<file path="src/umpaf_pkg.sv">
// Package: constants and carriers for the multi-drop address filter
package umpaf_pkg;
  // ****************************************************************
  // Register offsets (byte addresses, plain register port)
  // ****************************************************************
  localparam logic [3:0] UMPAF_OFF_CSA = 4'h0;
  localparam logic [3:0] UMPAF_OFF_CSB = 4'h4;
  localparam logic [3:0] UMPAF_OFF_SHARED = 4'h8;
  localparam logic [3:0] UMPAF_OFF_DATA = 4'hC;
  // ****************************************************************
  // Field positions
  // ****************************************************************
  localparam int UMPAF_CSA_RXC = 7;
  localparam int UMPAF_CSA_TXC = 6;
  localparam int UMPAF_CSA_FILT = 0;
  localparam int UMPAF_CSB_SIZE2 = 2;
  localparam int UMPAF_CSB_RX9 = 1;
  localparam int UMPAF_CSB_TX9 = 0;
  localparam int UMPAF_SEL_BIT = 7;
  localparam int UMPAF_CSC_STOP2 = 3;
  localparam int UMPAF_CSC_SIZE_LO = 1;
  // ****************************************************************
  // Reset values and codes
  // ****************************************************************
  localparam logic [6:0] UMPAF_CSC_RST = 7'h06;
  localparam logic [7:0] UMPAF_BAUDH_RST = 8'h00;
  localparam logic [2:0] UMPAF_SIZE_NINE = 3'h7;
  localparam int UMPAF_RXQ_DEPTH = 2;

  // Received frame as delivered by the bit-level receiver
  typedef struct packed {
    logic [8:0] data;
    logic first_stop;
  } umpaf_frame_t;

  // Register port request
  typedef struct packed {
    logic [3:0] addr;
    logic [7:0] wdata;
    logic wr;
    logic rd;
  } umpaf_req_t;
endpackage : umpaf_pkg

</file>
<file path="src/umpaf_classify.sv">
// Frame-type classifier: picks the type bit and decides acceptance
`timescale 1ns/10ps
module umpaf_classify (
  // Clock and reset
  input wire logic clk_sys,
  input wire logic rst_n,
  // Frame in
  input wire logic frame_valid,
  input wire umpaf_pkg::umpaf_frame_t frame,
  input wire logic [2:0] char_size_code,
  input wire logic addr_filter_enable,
  // Decision
  output logic is_addr,
  output logic accept
);
  import umpaf_pkg::*;

  logic type_bit;

  always_comb begin
    // Nine-bit frames use bit 8, shorter ones the first stop bit
    if (char_size_code == UMPAF_SIZE_NINE) begin
      type_bit = frame.data[8];
    end else begin
      type_bit = frame.first_stop;
    end
    is_addr = type_bit;
    accept = frame_valid
      && (!addr_filter_enable || type_bit);
  end

  filt_drop_a: assert property (@(posedge clk_sys) disable iff (!rst_n)
    frame_valid && addr_filter_enable && !is_addr |-> !accept)
    else $error("data frame accepted while filtering");
  nine_type_a: assert property (@(posedge clk_sys) disable iff (!rst_n)
    char_size_code == UMPAF_SIZE_NINE |-> is_addr == frame.data[8])
    else $error("nine-bit type bit wrong");
  short_type_a: assert property (@(posedge clk_sys) disable iff (!rst_n)
    char_size_code != UMPAF_SIZE_NINE |-> is_addr == frame.first_stop)
    else $error("stop-bit type bit wrong");
  nofilt_pass_a: assert property (@(posedge clk_sys) disable iff (!rst_n)
    frame_valid && !addr_filter_enable |-> accept)
    else $error("frame lost with filter off");
endmodule : umpaf_classify

</file>
<file path="src/umpaf_top.sv">
// Address filter, receive buffer and shared-location register access
//
// Our own choices: the register addresses and the strobed register port.
`timescale 1ns/10ps
module umpaf_top #(
  parameter int DEPTH = umpaf_pkg::UMPAF_RXQ_DEPTH
) (
  // Clock and reset
  input wire logic clk_sys,
  input wire logic rst_n,
  // Register port
  input wire umpaf_pkg::umpaf_req_t req,
  output logic [7:0] rdata,
  // Bit-level receiver
  input wire logic rx_frame_valid,
  input wire umpaf_pkg::umpaf_frame_t rx_frame,
  // Bit-level transmitter
  input wire logic tx_done,
  output logic [2:0] char_size_code,
  output logic two_stop_select,
  output logic tx_ninth_bit,
  output logic [7:0] tx_data,
  output logic tx_load,
  output logic [7:0] baud_divisor_high
);
  import umpaf_pkg::*;

  // Elaboration check: the buffer count is four bits wide
  if (DEPTH < 1 || DEPTH > 8) begin : g_bad_depth
    $error("DEPTH must be 1 to 8");
  end

  // ****************************************************************
  // State
  // ****************************************************************
  typedef struct packed {
    logic [7:0] rdata;
    logic filt;
    logic tx_complete_flag;
    logic size2;
    logic tx9;
    logic [6:0] csc;
    logic [7:0] baudh;
    logic shared_rd;
    logic [7:0] txd;
    logic txl;
    logic [DEPTH-1:0][8:0] buf_mem;
    logic [3:0] count;
  } umpaf_state_t;

  umpaf_state_t s_q;
  umpaf_state_t s_d;
  logic is_addr;
  logic accept;
  logic [2:0] size_code;

  assign size_code = {s_q.size2, s_q.csc[UMPAF_CSC_SIZE_LO +: 2]};

  umpaf_classify u_cls (
    .clk_sys(clk_sys),
    .rst_n(rst_n),
    .frame_valid(rx_frame_valid),
    .frame(rx_frame),
    .char_size_code(size_code),
    .addr_filter_enable(s_q.filt),
    .is_addr(is_addr),
    .accept(accept)
  );

  // ****************************************************************
  // Next state
  // ****************************************************************
  always_comb begin
    logic pop;
    logic push;
    logic [7:0] csa;
    pop = 1'b0;
    push = 1'b0;
    csa = 8'h00;
    s_d = s_q;
    s_d.txl = 1'b0;
    s_d.shared_rd = 1'b0;
    s_d.rdata = 8'h00;
    csa[UMPAF_CSA_RXC] = (s_q.count != 4'h0);
    csa[UMPAF_CSA_TXC] = s_q.tx_complete_flag;
    csa[UMPAF_CSA_FILT] = s_q.filt;
    // Register writes
    if (req.wr) begin
      if (req.addr == UMPAF_OFF_CSA) begin
        s_d.filt = req.wdata[UMPAF_CSA_FILT];
        if (req.wdata[UMPAF_CSA_TXC]) begin
          s_d.tx_complete_flag = 1'b0;
        end
      end else if (req.addr == UMPAF_OFF_CSB) begin
        s_d.size2 = req.wdata[UMPAF_CSB_SIZE2];
        s_d.tx9 = req.wdata[UMPAF_CSB_TX9];
      end else if (req.addr == UMPAF_OFF_SHARED) begin
        if (req.wdata[UMPAF_SEL_BIT]) begin
          s_d.csc = req.wdata[6:0];
        end else begin
          s_d.baudh = req.wdata;
        end
      end else if (req.addr == UMPAF_OFF_DATA) begin
        s_d.txd = req.wdata;
        s_d.txl = 1'b1;
      end
    end
    // Register reads
    if (req.rd) begin
      if (req.addr == UMPAF_OFF_CSA) begin
        s_d.rdata = csa;
      end else if (req.addr == UMPAF_OFF_CSB) begin
        s_d.rdata = {5'h00, s_q.size2, s_q.buf_mem[0][8], s_q.tx9};
      end else if (req.addr == UMPAF_OFF_SHARED) begin
        s_d.shared_rd = 1'b1;
        if (s_q.shared_rd) begin
          s_d.rdata = {1'b1, s_q.csc};
        end else begin
          s_d.rdata = s_q.baudh;
        end
      end else if (req.addr == UMPAF_OFF_DATA) begin
        s_d.rdata = s_q.buf_mem[0][7:0];
        pop = (s_q.count != 4'h0);
      end
    end
    // Set wins over a same-cycle clear
    if (tx_done) begin
      s_d.tx_complete_flag = 1'b1;
    end
    // Receive buffer; a full buffer drops the new frame unless a same-cycle data read pops an entry
    push = accept && (s_q.count - {3'h0, pop} < 4'(DEPTH));
    if (pop) begin
      for (int i = 0; i < DEPTH - 1; i++) begin
        s_d.buf_mem[i] = s_q.buf_mem[i + 1];
      end
    end
    if (push) begin
      s_d.buf_mem[s_q.count - {3'h0, pop}] = rx_frame.data;
    end
    s_d.count = s_q.count - {3'h0, pop} + {3'h0, push};
  end

  always_ff @(posedge clk_sys) begin
    if (!rst_n) begin
      s_q <= '0;
      s_q.csc <= UMPAF_CSC_RST;
      s_q.baudh <= UMPAF_BAUDH_RST;
    end else begin
      s_q <= s_d;
    end
  end

  // ****************************************************************
  // Outputs
  // ****************************************************************
  assign rdata = s_q.rdata;
  assign char_size_code = size_code;
  assign two_stop_select = s_q.csc[UMPAF_CSC_STOP2];
  assign tx_ninth_bit = s_q.tx9;
  assign tx_data = s_q.txd;
  assign tx_load = s_q.txl;
  assign baud_divisor_high = s_q.baudh;

  // ****************************************************************
  // Checks
  // ****************************************************************
  shared_pair_a: assert property (@(posedge clk_sys) disable iff (!rst_n)
    req.rd && req.addr == UMPAF_OFF_SHARED ##1
      req.rd && req.addr == UMPAF_OFF_SHARED
      |=> rdata == {1'b1, $past(s_q.csc)})
    else $error("second shared read not control C");
  shared_single_a: assert property (@(posedge clk_sys) disable iff (!rst_n)
    !s_q.shared_rd && req.rd && req.addr == UMPAF_OFF_SHARED
      |=> rdata == $past(s_q.baudh))
    else $error("single shared read not baud high");
  flag_clear_a: assert property (@(posedge clk_sys) disable iff (!rst_n)
    !(req.rd && req.addr == UMPAF_OFF_SHARED) |=> !s_q.shared_rd)
    else $error("shared read flag held");
  sel_write_a: assert property (@(posedge clk_sys) disable iff (!rst_n)
    req.wr && req.addr == UMPAF_OFF_SHARED && !req.wdata[7]
      |=> baud_divisor_high == $past(req.wdata) && $stable(s_q.csc))
    else $error("baud high write wrong");
  addr_store_a: assert property (@(posedge clk_sys) disable iff (!rst_n)
    rx_frame_valid && is_addr && s_q.count == 4'h0 |=> s_q.count == 4'h1)
    else $error("address frame not stored");
  drop_count_a: assert property (@(posedge clk_sys) disable iff (!rst_n)
    rx_frame_valid && s_q.filt && !is_addr && !req.rd
      |=> s_q.count == $past(s_q.count))
    else $error("data frame stored while filtering");
  txc_clear_a: assert property (@(posedge clk_sys) disable iff (!rst_n)
    req.wr && req.addr == UMPAF_OFF_CSA && req.wdata[6] && !tx_done
      |=> !s_q.tx_complete_flag)
    else $error("transmit complete not cleared");
  txc_set_a: assert property (@(posedge clk_sys) disable iff (!rst_n)
    tx_done |=> s_q.tx_complete_flag)
    else $error("transmit complete not set");
  csc_write_a: assert property (@(posedge clk_sys) disable iff (!rst_n)
    req.wr && req.addr == UMPAF_OFF_SHARED && req.wdata[UMPAF_SEL_BIT]
      |=> s_q.csc == $past(req.wdata[6:0])
        && $stable(baud_divisor_high))
    else $error("control C write wrong");
  filt_write_a: assert property (@(posedge clk_sys) disable iff (!rst_n)
    req.wr && req.addr == UMPAF_OFF_CSA
      |=> s_q.filt == $past(req.wdata[UMPAF_CSA_FILT]))
    else $error("filter enable write lost");
  size_write_a: assert property (@(posedge clk_sys) disable iff (!rst_n)
    req.wr && req.addr == UMPAF_OFF_CSB
      |=> char_size_code[2] == $past(req.wdata[2]))
    else $error("size write not shared");
  rdata_idle_a: assert property (@(posedge clk_sys) disable iff (!rst_n)
    !req.rd |=> rdata == 8'h00)
    else $error("read data outside read cycle");
  full_drop_a: assert property (@(posedge clk_sys) disable iff (!rst_n)
    rx_frame_valid && s_q.count == 4'(DEPTH) && !req.rd
      |=> s_q.count == 4'(DEPTH))
    else $error("frame stored into full buffer");
  tx_load_a: assert property (@(posedge clk_sys) disable iff (!rst_n)
    req.wr && req.addr == UMPAF_OFF_DATA
      |=> tx_load && tx_data == $past(req.wdata))
    else $error("transmit load wrong");
  tx_quiet_a: assert property (@(posedge clk_sys) disable iff (!rst_n)
    !(req.wr && req.addr == UMPAF_OFF_DATA) |=> !tx_load)
    else $error("transmit load without write");

  // ****************************************************************
  // Cover points
  // ****************************************************************
  cv_pair_c: cover property (@(posedge clk_sys) disable iff (!rst_n)
    req.rd && req.addr == UMPAF_OFF_SHARED ##1
      req.rd && req.addr == UMPAF_OFF_SHARED);
  cv_drop_c: cover property (@(posedge clk_sys) disable iff (!rst_n)
    rx_frame_valid && s_q.filt && !is_addr);
  cv_addr_c: cover property (@(posedge clk_sys) disable iff (!rst_n)
    rx_frame_valid && s_q.filt && is_addr);
  cv_full_c: cover property (@(posedge clk_sys) disable iff (!rst_n)
    rx_frame_valid && accept && s_q.count == 4'(DEPTH));
  cv_nofilt_c: cover property (@(posedge clk_sys) disable iff (!rst_n)
    rx_frame_valid && !s_q.filt && !is_addr);
endmodule : umpaf_top

</file>
<file path="config.mk">
export PLATFORM = sky130hd
export DESIGN_NAME = umpaf_top
export DESIGN_NICKNAME = d
export VERILOG_FILES = /design/src/umpaf_pkg.sv /design/src/umpaf_classify.sv /design/src/umpaf_top.sv
export SDC_FILE = /design/constraint.sdc
export NUM_CORES = 1
export LEC_CHECK = 0
export BUFFER_PORTS_ARGS = -buffer_cell sky130_fd_sc_hd__buf_2
export CAP_MARGIN = 10
export CORE_UTILIZATION = 54
export DETAILED_ROUTE_END_ITERATION = 10
export PLACE_DENSITY = 0.79
export SYNTH_ARGS = -nofsm -noshare
export SYNTH_HDL_FRONTEND = slang
export SYNTH_SLANG_ARGS = --single-unit
export TNS_END_PERCENT = 5
</file>
<file path="constraint.sdc">
create_clock -name clk_sys -period 3.5 [get_ports clk_sys]
set_input_delay 0.7 -clock clk_sys [delete_from_list [all_inputs] [get_ports clk_sys]]
set_output_delay 0.7 -clock clk_sys [all_outputs]
set_load 0.01 [all_outputs]
</file>
==> results_dict.tcl, run 1 <==
set metrics [dict create \
    cts_tree "done" \
    track_usage 0.222 \
    final_cell_count_no_fill 393 \
    pwr-share-clk 0.374 \
    worstSkewPairLatency_ns 0.34 \
    path_cells "or4_1, and4_4, ha_1, ha_1, and2_2, a211o_1, nand4b_4, inv_2, ha_1, ha_1, and2_1" \
    dp_slack_ns 0.332 \
    core_area_um2 4790 \
    setup.reg_to_reg.worst_slack_ns 0.57 \
    clockBufferDepth 2 \
    die_x_um 73.1 \
    cp-start-kind "flop" \
    fill_cells 384 \
    hold_viol 0 \
    grt_max_degree 37 \
    multiInputGateArea_um2 1250 \
    syn_area_um2 2730 \
    power_switching_uw 432 \
    fin_skew_ns 0.00684 \
    max_stage_delay_ns 0.57 \
    wl_per_cell_um 14.1 \
    antenna_found_initial 0 \
    crit_top_cell "ha_1" \
    area.sequential_um2 1160 \
    die_y_um 73.1 \
    ys_ff_latch 58 \
    areaGrowthSynthToFinish_pct 11.3 \
    drc 0 \
    seq_area_frac_synth 0.426 \
    initial_core_util 0.570 \
    worstReg2RegStart "s_q[3]" \
    reg2reg_to "s_q[1]" \
    antennaDiodeCount 0 \
    slowest_stage "or4_1" \
    die-area_um2 5340 \
    cp-end-kind "flop" \
    num_io_pins 58 \
    worstPathRequired_ns 3.74 \
    setup_viol 0 \
    num_vias 2133 \
    pwr_density_cell_nw_per_um2 514 \
    ir_drop_uv 311 \
    maxCapViolCount 0 \
    grt_pass1_wl_um 8760 \
    worst_pin_slew_ns 0.616 \
    via_per_inst 5.43 \
    switching_share 0.276 \
    p_leak_uw 0.00138 \
    drive_above_1_share 0.270 \
    cp_max_fo 4 \
    synth.distinct_cells 43 \
    internal_power_uw 1130 \
    firstDrtPassIters 4 \
    cp.arrival_ns 3.17 \
    grt_overflow 0 \
    seqPwrFrac 0.467 \
    final_common_cell "dfxtp_1" \
    crit_type "reg -> reg" \
    ys.flop_type "dfxtp_1" \
    whs_endpoint "s_q[13]" \
    hold_start "s_q[13]" \
    drtIter0Drc 108 \
    comb_power_share 0.159 \
    portBuffers 56 \
    ant_nets 0 \
    fp-row-count 25 \
    fin_crit_sh 0.837 \
    startpoint "s_q[3]" \
    setup-tns-final_ns 0 \
    cts_setup_buffers 0 \
    async_flop_share 0 \
    place_inst 377 \
    place_congestion 0.784 \
    mostFrequentLayoutCells "dfxtp_1, buf_2, nor2_1" \
    hp-class "reg -> reg" \
    clk_pin_slew_worst_paths_ns 0.07 \
    cts_root_buf "clkbuf_8" \
    slew_headroom 0.588 \
    slew_violations 0 \
    syn_nets 323 \
    hpwl_um 3720 \
    nets 353 \
    clock-sinks 58 \
    cts_buffers 9 \
    holdPathStages 2 \
    grt_pass1_vias 1910 \
    period_needed_ns 2.93 \
    htree_levels 3 \
    run_status "finished clean" \
    netlist_instances 291 \
    fin_ws_ns 0.570 \
    grt_setup_unrepaired "no" \
    fmax_mhz 341 \
    post_cts_resized 0 \
    hold_buffers 0 \
    reg2reg_depth 11 \
    yosys_warnings 0 \
    drt-total-wl_um 5530 \
    avgSynthCellArea_um2 9.37 \
    synth_edf_count 0 \
]
[sequential cells by signal, indices dropped and copies added, names as in the netlist]
name / flops
s_q: 29
rdata: 8
tx_data: 8
baud_divisor_high: 7
char_size_code: 3
two_stop_select: 1
tx_load: 1
tx_ninth_bit: 1
[critical path, delay by kind of cell (launching register included)]
family,cells,cell delay (ns)
and+or+nand+nor,5,1.24
AOI/OAI and AO/OA,1,0.29
buffers and inverters,1,0.04
DFF,1,0.35
adders and majority gates,4,0.91
[worst max-delay path by stage]
stage          endpoint  slack (ns)  depth (start not counted)
2_1_floorplan    s_q[1]        0.40                         12
3_3_place_gp     s_q[1]        0.43                         12
3_5_place_dp     s_q[1]        0.33                         12
4_1_cts          s_q[1]        0.57                         11
5_1_grt          s_q[1]        0.42                         11
6_report         s_q[1]        0.57                         11
[power groups by stage]
stage / clock (uW) / combinational [uW] / sequential [uW]
floorplan: 0 / 187 / 733
global placement: 0 / 239 / 741
detailed placement: 0 / 245 / 743
CTS: 593 / 247 / 728
global route: 616 / 281 / 732
finish: 584 / 248 / 730
[layer usage]
metal | wire [um] | track usage | vias up
met5 | 0 | 0 | -
met4 | 137 | 0.102 | 0
met3 | 319 | 0.0732 | 17
met2 | 2540 | 0.351 | 77
met1 | 2530 | 0.272 | 989
li1 | - | - | 1050
[synth_stat cells (3+ instances only)]
library cell,n,share of area
clkbuf_1,8,0.011
nand3_1,13,0.024
buf_4,27,0.074
nand2_1,6,0.0083
dfxtp_1,58,0.43
a21oi_1,14,0.026
o21ai_0,9,0.017
nor2_1,43,0.059
ha_1,4,0.018
o21ai_1,9,0.017
mux2i_1,41,0.15
mux2_2,4,0.017
buf_1,3,0.0041
inv_1,4,0.0055
o311a_1,9,0.033
[final cells by class]
type / instances / share of cell area
sequential: 58 / 0.382
clock buffer: 10 / 0.0420
tap: 67 / 0.0276
multi-input combinational: 183 / 0.413
inverter: 7 / 0.00865
timing repair buffer: 62 / 0.107
clock inverter: 6 / 0.0190
[through the flow]
step	power, uW	cell area, um^2	utilization	hold slack (ns)
after floorplan	920	2730	-	0.452
after global placement	980	2850	0.596	0.463
after detailed placement	988	2850	0.596	0.470
after CTS	1570	3040	0.635	0.477
after global routing	1630	3040	0.635	0.498
final	1560	3040	0.635	0.479
[cells by family (layout without fill, tap and decap cells)]
family	Yosys count	after routing	share of synthesized area
AOI/OAI and AO/OA	50	50	0.117
other	1	1	0.00137
and+or+nand+nor	79	79	0.144
xor gates and xnor gates	4	4	0.0128
DFF	58	58	0.426
muxes	45	45	0.167
buffers and inverters	50	85	0.114
adders and majority gates	4	4	0.0183
(Power assumes the default switching activity.)
==> inputs of run 2 (changes only) <==
--- a/config.mk
+++ b/config.mk
@@ -7,9 +7,9 @@
 export LEC_CHECK = 0
 export BUFFER_PORTS_ARGS = -buffer_cell sky130_fd_sc_hd__buf_2
 export CAP_MARGIN = 10
-export CORE_UTILIZATION = 54
+export CORE_UTILIZATION = 49
 export DETAILED_ROUTE_END_ITERATION = 10
-export PLACE_DENSITY = 0.79
+export PLACE_DENSITY = 0.76
 export SYNTH_ARGS = -nofsm -noshare
 export SYNTH_HDL_FRONTEND = slang
 export SYNTH_SLANG_ARGS = --single-unit
==> constraint.sdc (replaced) <==
create_clock -name clk_sys -period 2.39 [get_ports clk_sys]
set_input_delay 0.478 -clock clk_sys [delete_from_list [all_inputs] [get_ports clk_sys]]
set_output_delay 0.478 -clock clk_sys [all_outputs]
set_load 0.01 [all_outputs]
==> results_dict.tcl, run 2 (synthesized netlist as in run 1, its figures left out) <==
set metrics [dict create \
    ant_nets 0 \
    mostFrequentLayoutCells "dfxtp_1, buf_2, nor2_1" \
    top_register "s_q" \
    worstReg2RegStart "s_q[2]" \
    place_congestion 0.755 \
    reg2reg_to "s_q[2]" \
    portBuffers 56 \
    num_vias 2176 \
    place_area_um2 3010 \
    grt_use_met3 0.0707 \
    gr-usage-met1 0.268 \
    wl_per_cell_um 14.3 \
    initial_core_util 0.521 \
    grt_setup_unrepaired "yes" \
    largest_reg_flops 29 \
    pwr_density_cell_nw_per_um2 740 \
    clk_pin_slew_worst_paths_ns 0.07 \
    startpoint "s_q[2]" \
    run_status "complete, but fails checks" \
    clock-sinks 58 \
    slew_violations 0 \
    busiest_layer "met2" \
    fill_cells 445 \
    nets 367 \
    drive_above_1_share 0.329 \
    crit_type "reg -> reg" \
    setup.reg_to_reg.worst_slack_ns -0.12 \
    ir_drop_uv 363 \
    cp_max_fo 3 \
    die-area_um2 5870 \
    antennaDiodeCount 0 \
    cts_buffers 9 \
    grt_pass1_vias 2052 \
    period_needed_ns 2.51 \
    hpwl_um 4130 \
    worstSkewPairLatency_ns 0.34 \
    fin_skew_ns 0.0111 \
    cts_root_buf "clkbuf_8" \
    use_met2 0.336 \
    areaGrowthSynthToFinish_pct 18.6 \
    die_y_um 76.6 \
    reg2reg_depth 12 \
    via_per_inst 5.31 \
    setup-tns-final_ns -0.623 \
    track_usage 0.216 \
    hp-class "in -> reg" \
    clockBufferDepth 2 \
    worst_pin_slew_ns 0.500 \
    drtIter0Drc 134 \
    fp-row-count 26 \
    grt_overflow 0 \
    p_leak_uw 0.00145 \
    core_area_um2 5240 \
    grt_max_degree 28 \
    crit_end "s_q[2]" \
    die_x_um 76.6 \
    slew_headroom 0.662 \
    cp-start-kind "flop" \
    grt_pass1_wl_um 9870 \
    cp.arrival_ns 2.72 \
    cp-end-kind "flop" \
    worstPathRequired_ns 2.61 \
    hold_ws_ns 0.375 \
    drc 0 \
    violations "negative setup slack" \
    final_common_cell "dfxtp_1" \
    setup_viol 20 \
    num_io_pins 58 \
    firstDrtPassIters 4 \
    htree_levels 3 \
    fin_area_um2 3230 \
    hold_viol 0 \
    fin_crit_sh 1.05 \
    fin_ws_ns -0.118 \
    maxCapViolCount 0 \
    fmax_mhz 399 \
    drt-total-wl_um 5850 \
    cts_tree "done" \
    antenna_found_initial 0 \
]
-- run 2: worst min-delay path by stage --
stage	from	to	slack [ns]	cells after the start
CTS	tx_done	s_q[49]	0.37	3
floorplan	s_q[49]	s_q[49]	0.45	2
global route	tx_done	s_q[49]	0.38	3
detailed placement	s_q[17]	s_q[17]	0.47	2
global placement	s_q[19]	s_q[19]	0.47	2
finish	tx_done	s_q[49]	0.38	3
-- run 2: worst max-delay path, stage by stage, from the launching register on --
cell and delay (ns):
dfxtp_2 0.32, or4_4 0.54, and4_4 0.18, ha_4 0.17, ha_4 0.16, and2_4 0.12
a211o_1 0.26, nand4b_4 0.12, inv_4 0.05, ha_4 0.16, ha_4 0.15, xnor2_2 0.11
nor2_1 0.05
-- run 2: area by class of cell --
cell class                 instances  area [um^2]  area share
sequential                        58         1160       0.359
tap                               70         87.6      0.0271
multi-input combinational        183         1330       0.410
clock inverter                     6         67.6      0.0209
clock buffer                      10          128      0.0395
timing repair buffer              76          434       0.134
inverter                           7         30.0     0.00928
-- run 2: routing by layer --
| layer | vias up | wire (um) |
|---|---|---|
| li1 | 1079 | - |
| met1 | 1018 | 2690 |
| met3 | 11 | 355 |
| met2 | 68 | 2660 |
| met4 | 0 | 141 |
| met5 | - | 0 |
-- run 2: power by group --
| group | internal, uW | switching, uW | total [uW] | leakage [uW] |
|---|---|---|---|---|
| clock | 482 | 400 | 882 | 0.0000925 |
| combinational | 207 | 237 | 444 | 0.000891 |
| sequential | 1030 | 37.6 | 1070 | 0.000471 |
-- run 2: timing repair --
item,4_1_cts,5_1_grt
hold buffers,0,0
pin swaps,3,1
endpoints found under the setup margin,22,22
setup buffers,1,0
resized for setup,1,3
-- run 2: through the flow --
step / power [uW] / setup WS [ns] / cells / util
after floorplan: 1370 / -0.327 / 291 / -
after global placement: 1500 / -0.216 / 393 / 0.575
after detailed placement: 1510 / -0.254 / 393 / 0.575
after CTS: 2410 / -0.158 / 410 / 0.615
after global routing: 2510 / -0.203 / 410 / 0.618
final: 2390 / -0.118 / 410 / 0.618
==> inputs of run 3 (changes only) <==
--- a/config.mk
+++ b/config.mk
@@ -7,9 +7,12 @@
 export LEC_CHECK = 0
 export BUFFER_PORTS_ARGS = -buffer_cell sky130_fd_sc_hd__buf_2
 export CAP_MARGIN = 10
-export CORE_UTILIZATION = 49
+export CELL_PAD_IN_SITES_DETAIL_PLACEMENT = 1
+export CELL_PAD_IN_SITES_GLOBAL_PLACEMENT = 1
+export CORE_UTILIZATION = 37
 export DETAILED_ROUTE_END_ITERATION = 10
-export PLACE_DENSITY = 0.76
+export MAX_ROUTING_LAYER = met4
+export PLACE_DENSITY_LB_ADDON = 0.1
 export SYNTH_ARGS = -nofsm -noshare
 export SYNTH_HDL_FRONTEND = slang
 export SYNTH_SLANG_ARGS = --single-unit
==> results_dict.tcl, run 3 (synthesized netlist as in run 1, its figures left out) <==
set metrics [dict create \
    place_congestion 0.732 \
    hpwl_um 4680 \
    hp-class "in -> reg" \
    crit_type "reg -> reg" \
    grt_max_degree 37 \
    via_per_inst 4.91 \
    worstPathRequired_ns 2.61 \
    clockBufferDepth 2 \
    cp-start-kind "flop" \
    ant_nets 0 \
    slew_headroom 0.657 \
    track_usage 0.192 \
    p_total_uw 2400 \
    drc 0 \
    grt_use_met3 0.0358 \
    period_needed_ns 2.51 \
    final_cell_count_no_fill 438 \
    cp_max_fo 15 \
    portBuffers 56 \
    num_vias 2151 \
    die_y_um 87.9 \
    cp-end-kind "flop" \
    areaGrowthSynthToFinish_pct 21.5 \
    setup-tns-final_ns -1.50 \
    drtIter0Drc 94 \
    initial_core_util 0.393 \
    fmax_mhz 399 \
    drive_above_1_share 0.342 \
    grt_overflow 0 \
    place_inst 421 \
    p_leak_uw 0.00149 \
    violations "negative setup slack" \
    ir_drop_uv 270 \
    cts_tree "done" \
    run_status "complete, but fails checks" \
    area.sequential_um2 1160 \
    busiest_layer "met2" \
    setup_viol 21 \
    cp.arrival_ns 2.72 \
    worst_pin_slew_ns 0.508 \
    maxCapViolCount 0 \
    largest_reg_flops 29 \
    cts_buffers 9 \
    drt-total-wl_um 6610 \
    pwr_density_cell_nw_per_um2 726 \
    top_register "s_q" \
    antenna_found_initial 0 \
    htree_levels 3 \
    fin_skew_ns 0.00760 \
    hold_viol 0 \
    fill_cells 819 \
    use_met2 0.297 \
    antennaDiodeCount 0 \
    mostFrequentLayoutCells "dfxtp_1, buf_2, nor2_1" \
    gr-usage-met1 0.244 \
    hold_buffers 0 \
    wl_per_cell_um 15.1 \
    fp-row-count 30 \
    die_x_um 87.9 \
    firstDrtPassIters 4 \
    worstSkewPairLatency_ns 0.33 \
    clk_pin_slew_worst_paths_ns 0.06 \
    grt_pass1_vias 2125 \
    nets 371 \
    cts_root_buf "clkbuf_8" \
    die-area_um2 7720 \
    grt_setup_unrepaired "yes" \
    multiInputGateArea_um2 1340 \
    clock-sinks 58 \
    fin_ws_ns -0.116 \
    num_io_pins 58 \
    slew_violations 0 \
    fin_crit_sh 1.05 \
    core_area_um2 6940 \
    grt_pass1_wl_um 10700 \
]
run 3: cell count changes in the layout (fill, tap and decap cells not counted), sizes merged:
cell	previous run	this run
buf	76	80
clkinvlp	2	0
run 3: through the flow:
step                utilization  worst slack, ns  hold WS [ns]  instance area (um^2)
detailed placement        0.443           -0.220         0.471                  3070
global route              0.477           -0.228         0.363                  3310
global placement          0.443           -0.182         0.467                  3070
finish                    0.477           -0.116         0.352                  3310
floorplan                     -           -0.327         0.452                  2790
CTS                       0.476           -0.166         0.339                  3310
run 3: final timing paths:
path,startpoint,to,slack [ns],cells past startpoint
hold / removal,tx_done,s_q[49],0.35,3
hold reg to reg,s_q[19],s_q[19],0.48,2
setup / recovery,s_q[2],s_q[7],-0.12,10
setup reg to reg,s_q[2],s_q[7],-0.12,10
run 3: layout make-up:
type / instances / share of cell area
Clock buffer: 10 / 0.0385
Clock inverter: 4 / 0.0136
Inverter: 7 / 0.00906
Multi-Input combinational cell: 183 / 0.404
Sequential cell: 58 / 0.351
Tap cell: 96 / 0.0363
Timing Repair Buffer: 80 / 0.147
run 3: repair_timing:
action | in CTS | in global routing
gates resized for setup | 16 | 4
pin swaps | 7 | 2
buffers inserted | 3 | 0
endpoints found under the hold margin | 0 | 0
endpoints found under the setup margin | 22 | 22
run 3: critical path: stages (launching register included):
cell and delay, ns:
dfxtp_2 0.32, or4_4 0.53, and4_4 0.17, ha_4 0.17, ha_4 0.16, buf_4 0.14, o21ai_4 0.15, nand4b_4 0.14
buf_4 0.18, buf_8 0.14, o311a_1 0.29
run 3: per-layer routing:
metal / vias up / routed length [um] / share of wire
met2: 40 / 3120 / 0.47
met3: 8 / 220 / 0.033
met1: 1015 / 3180 / 0.48
met4: 0 / 89 / 0.013
li1: 1088 / - / -
met5: - / 0 / 0
run 3: report_power, final:
part / internal [uW] / switching (uW) / total [uW]
sequential: 1030 / 34.6 / 1070
combinational: 247 / 258 / 505
clock: 464 / 370 / 834
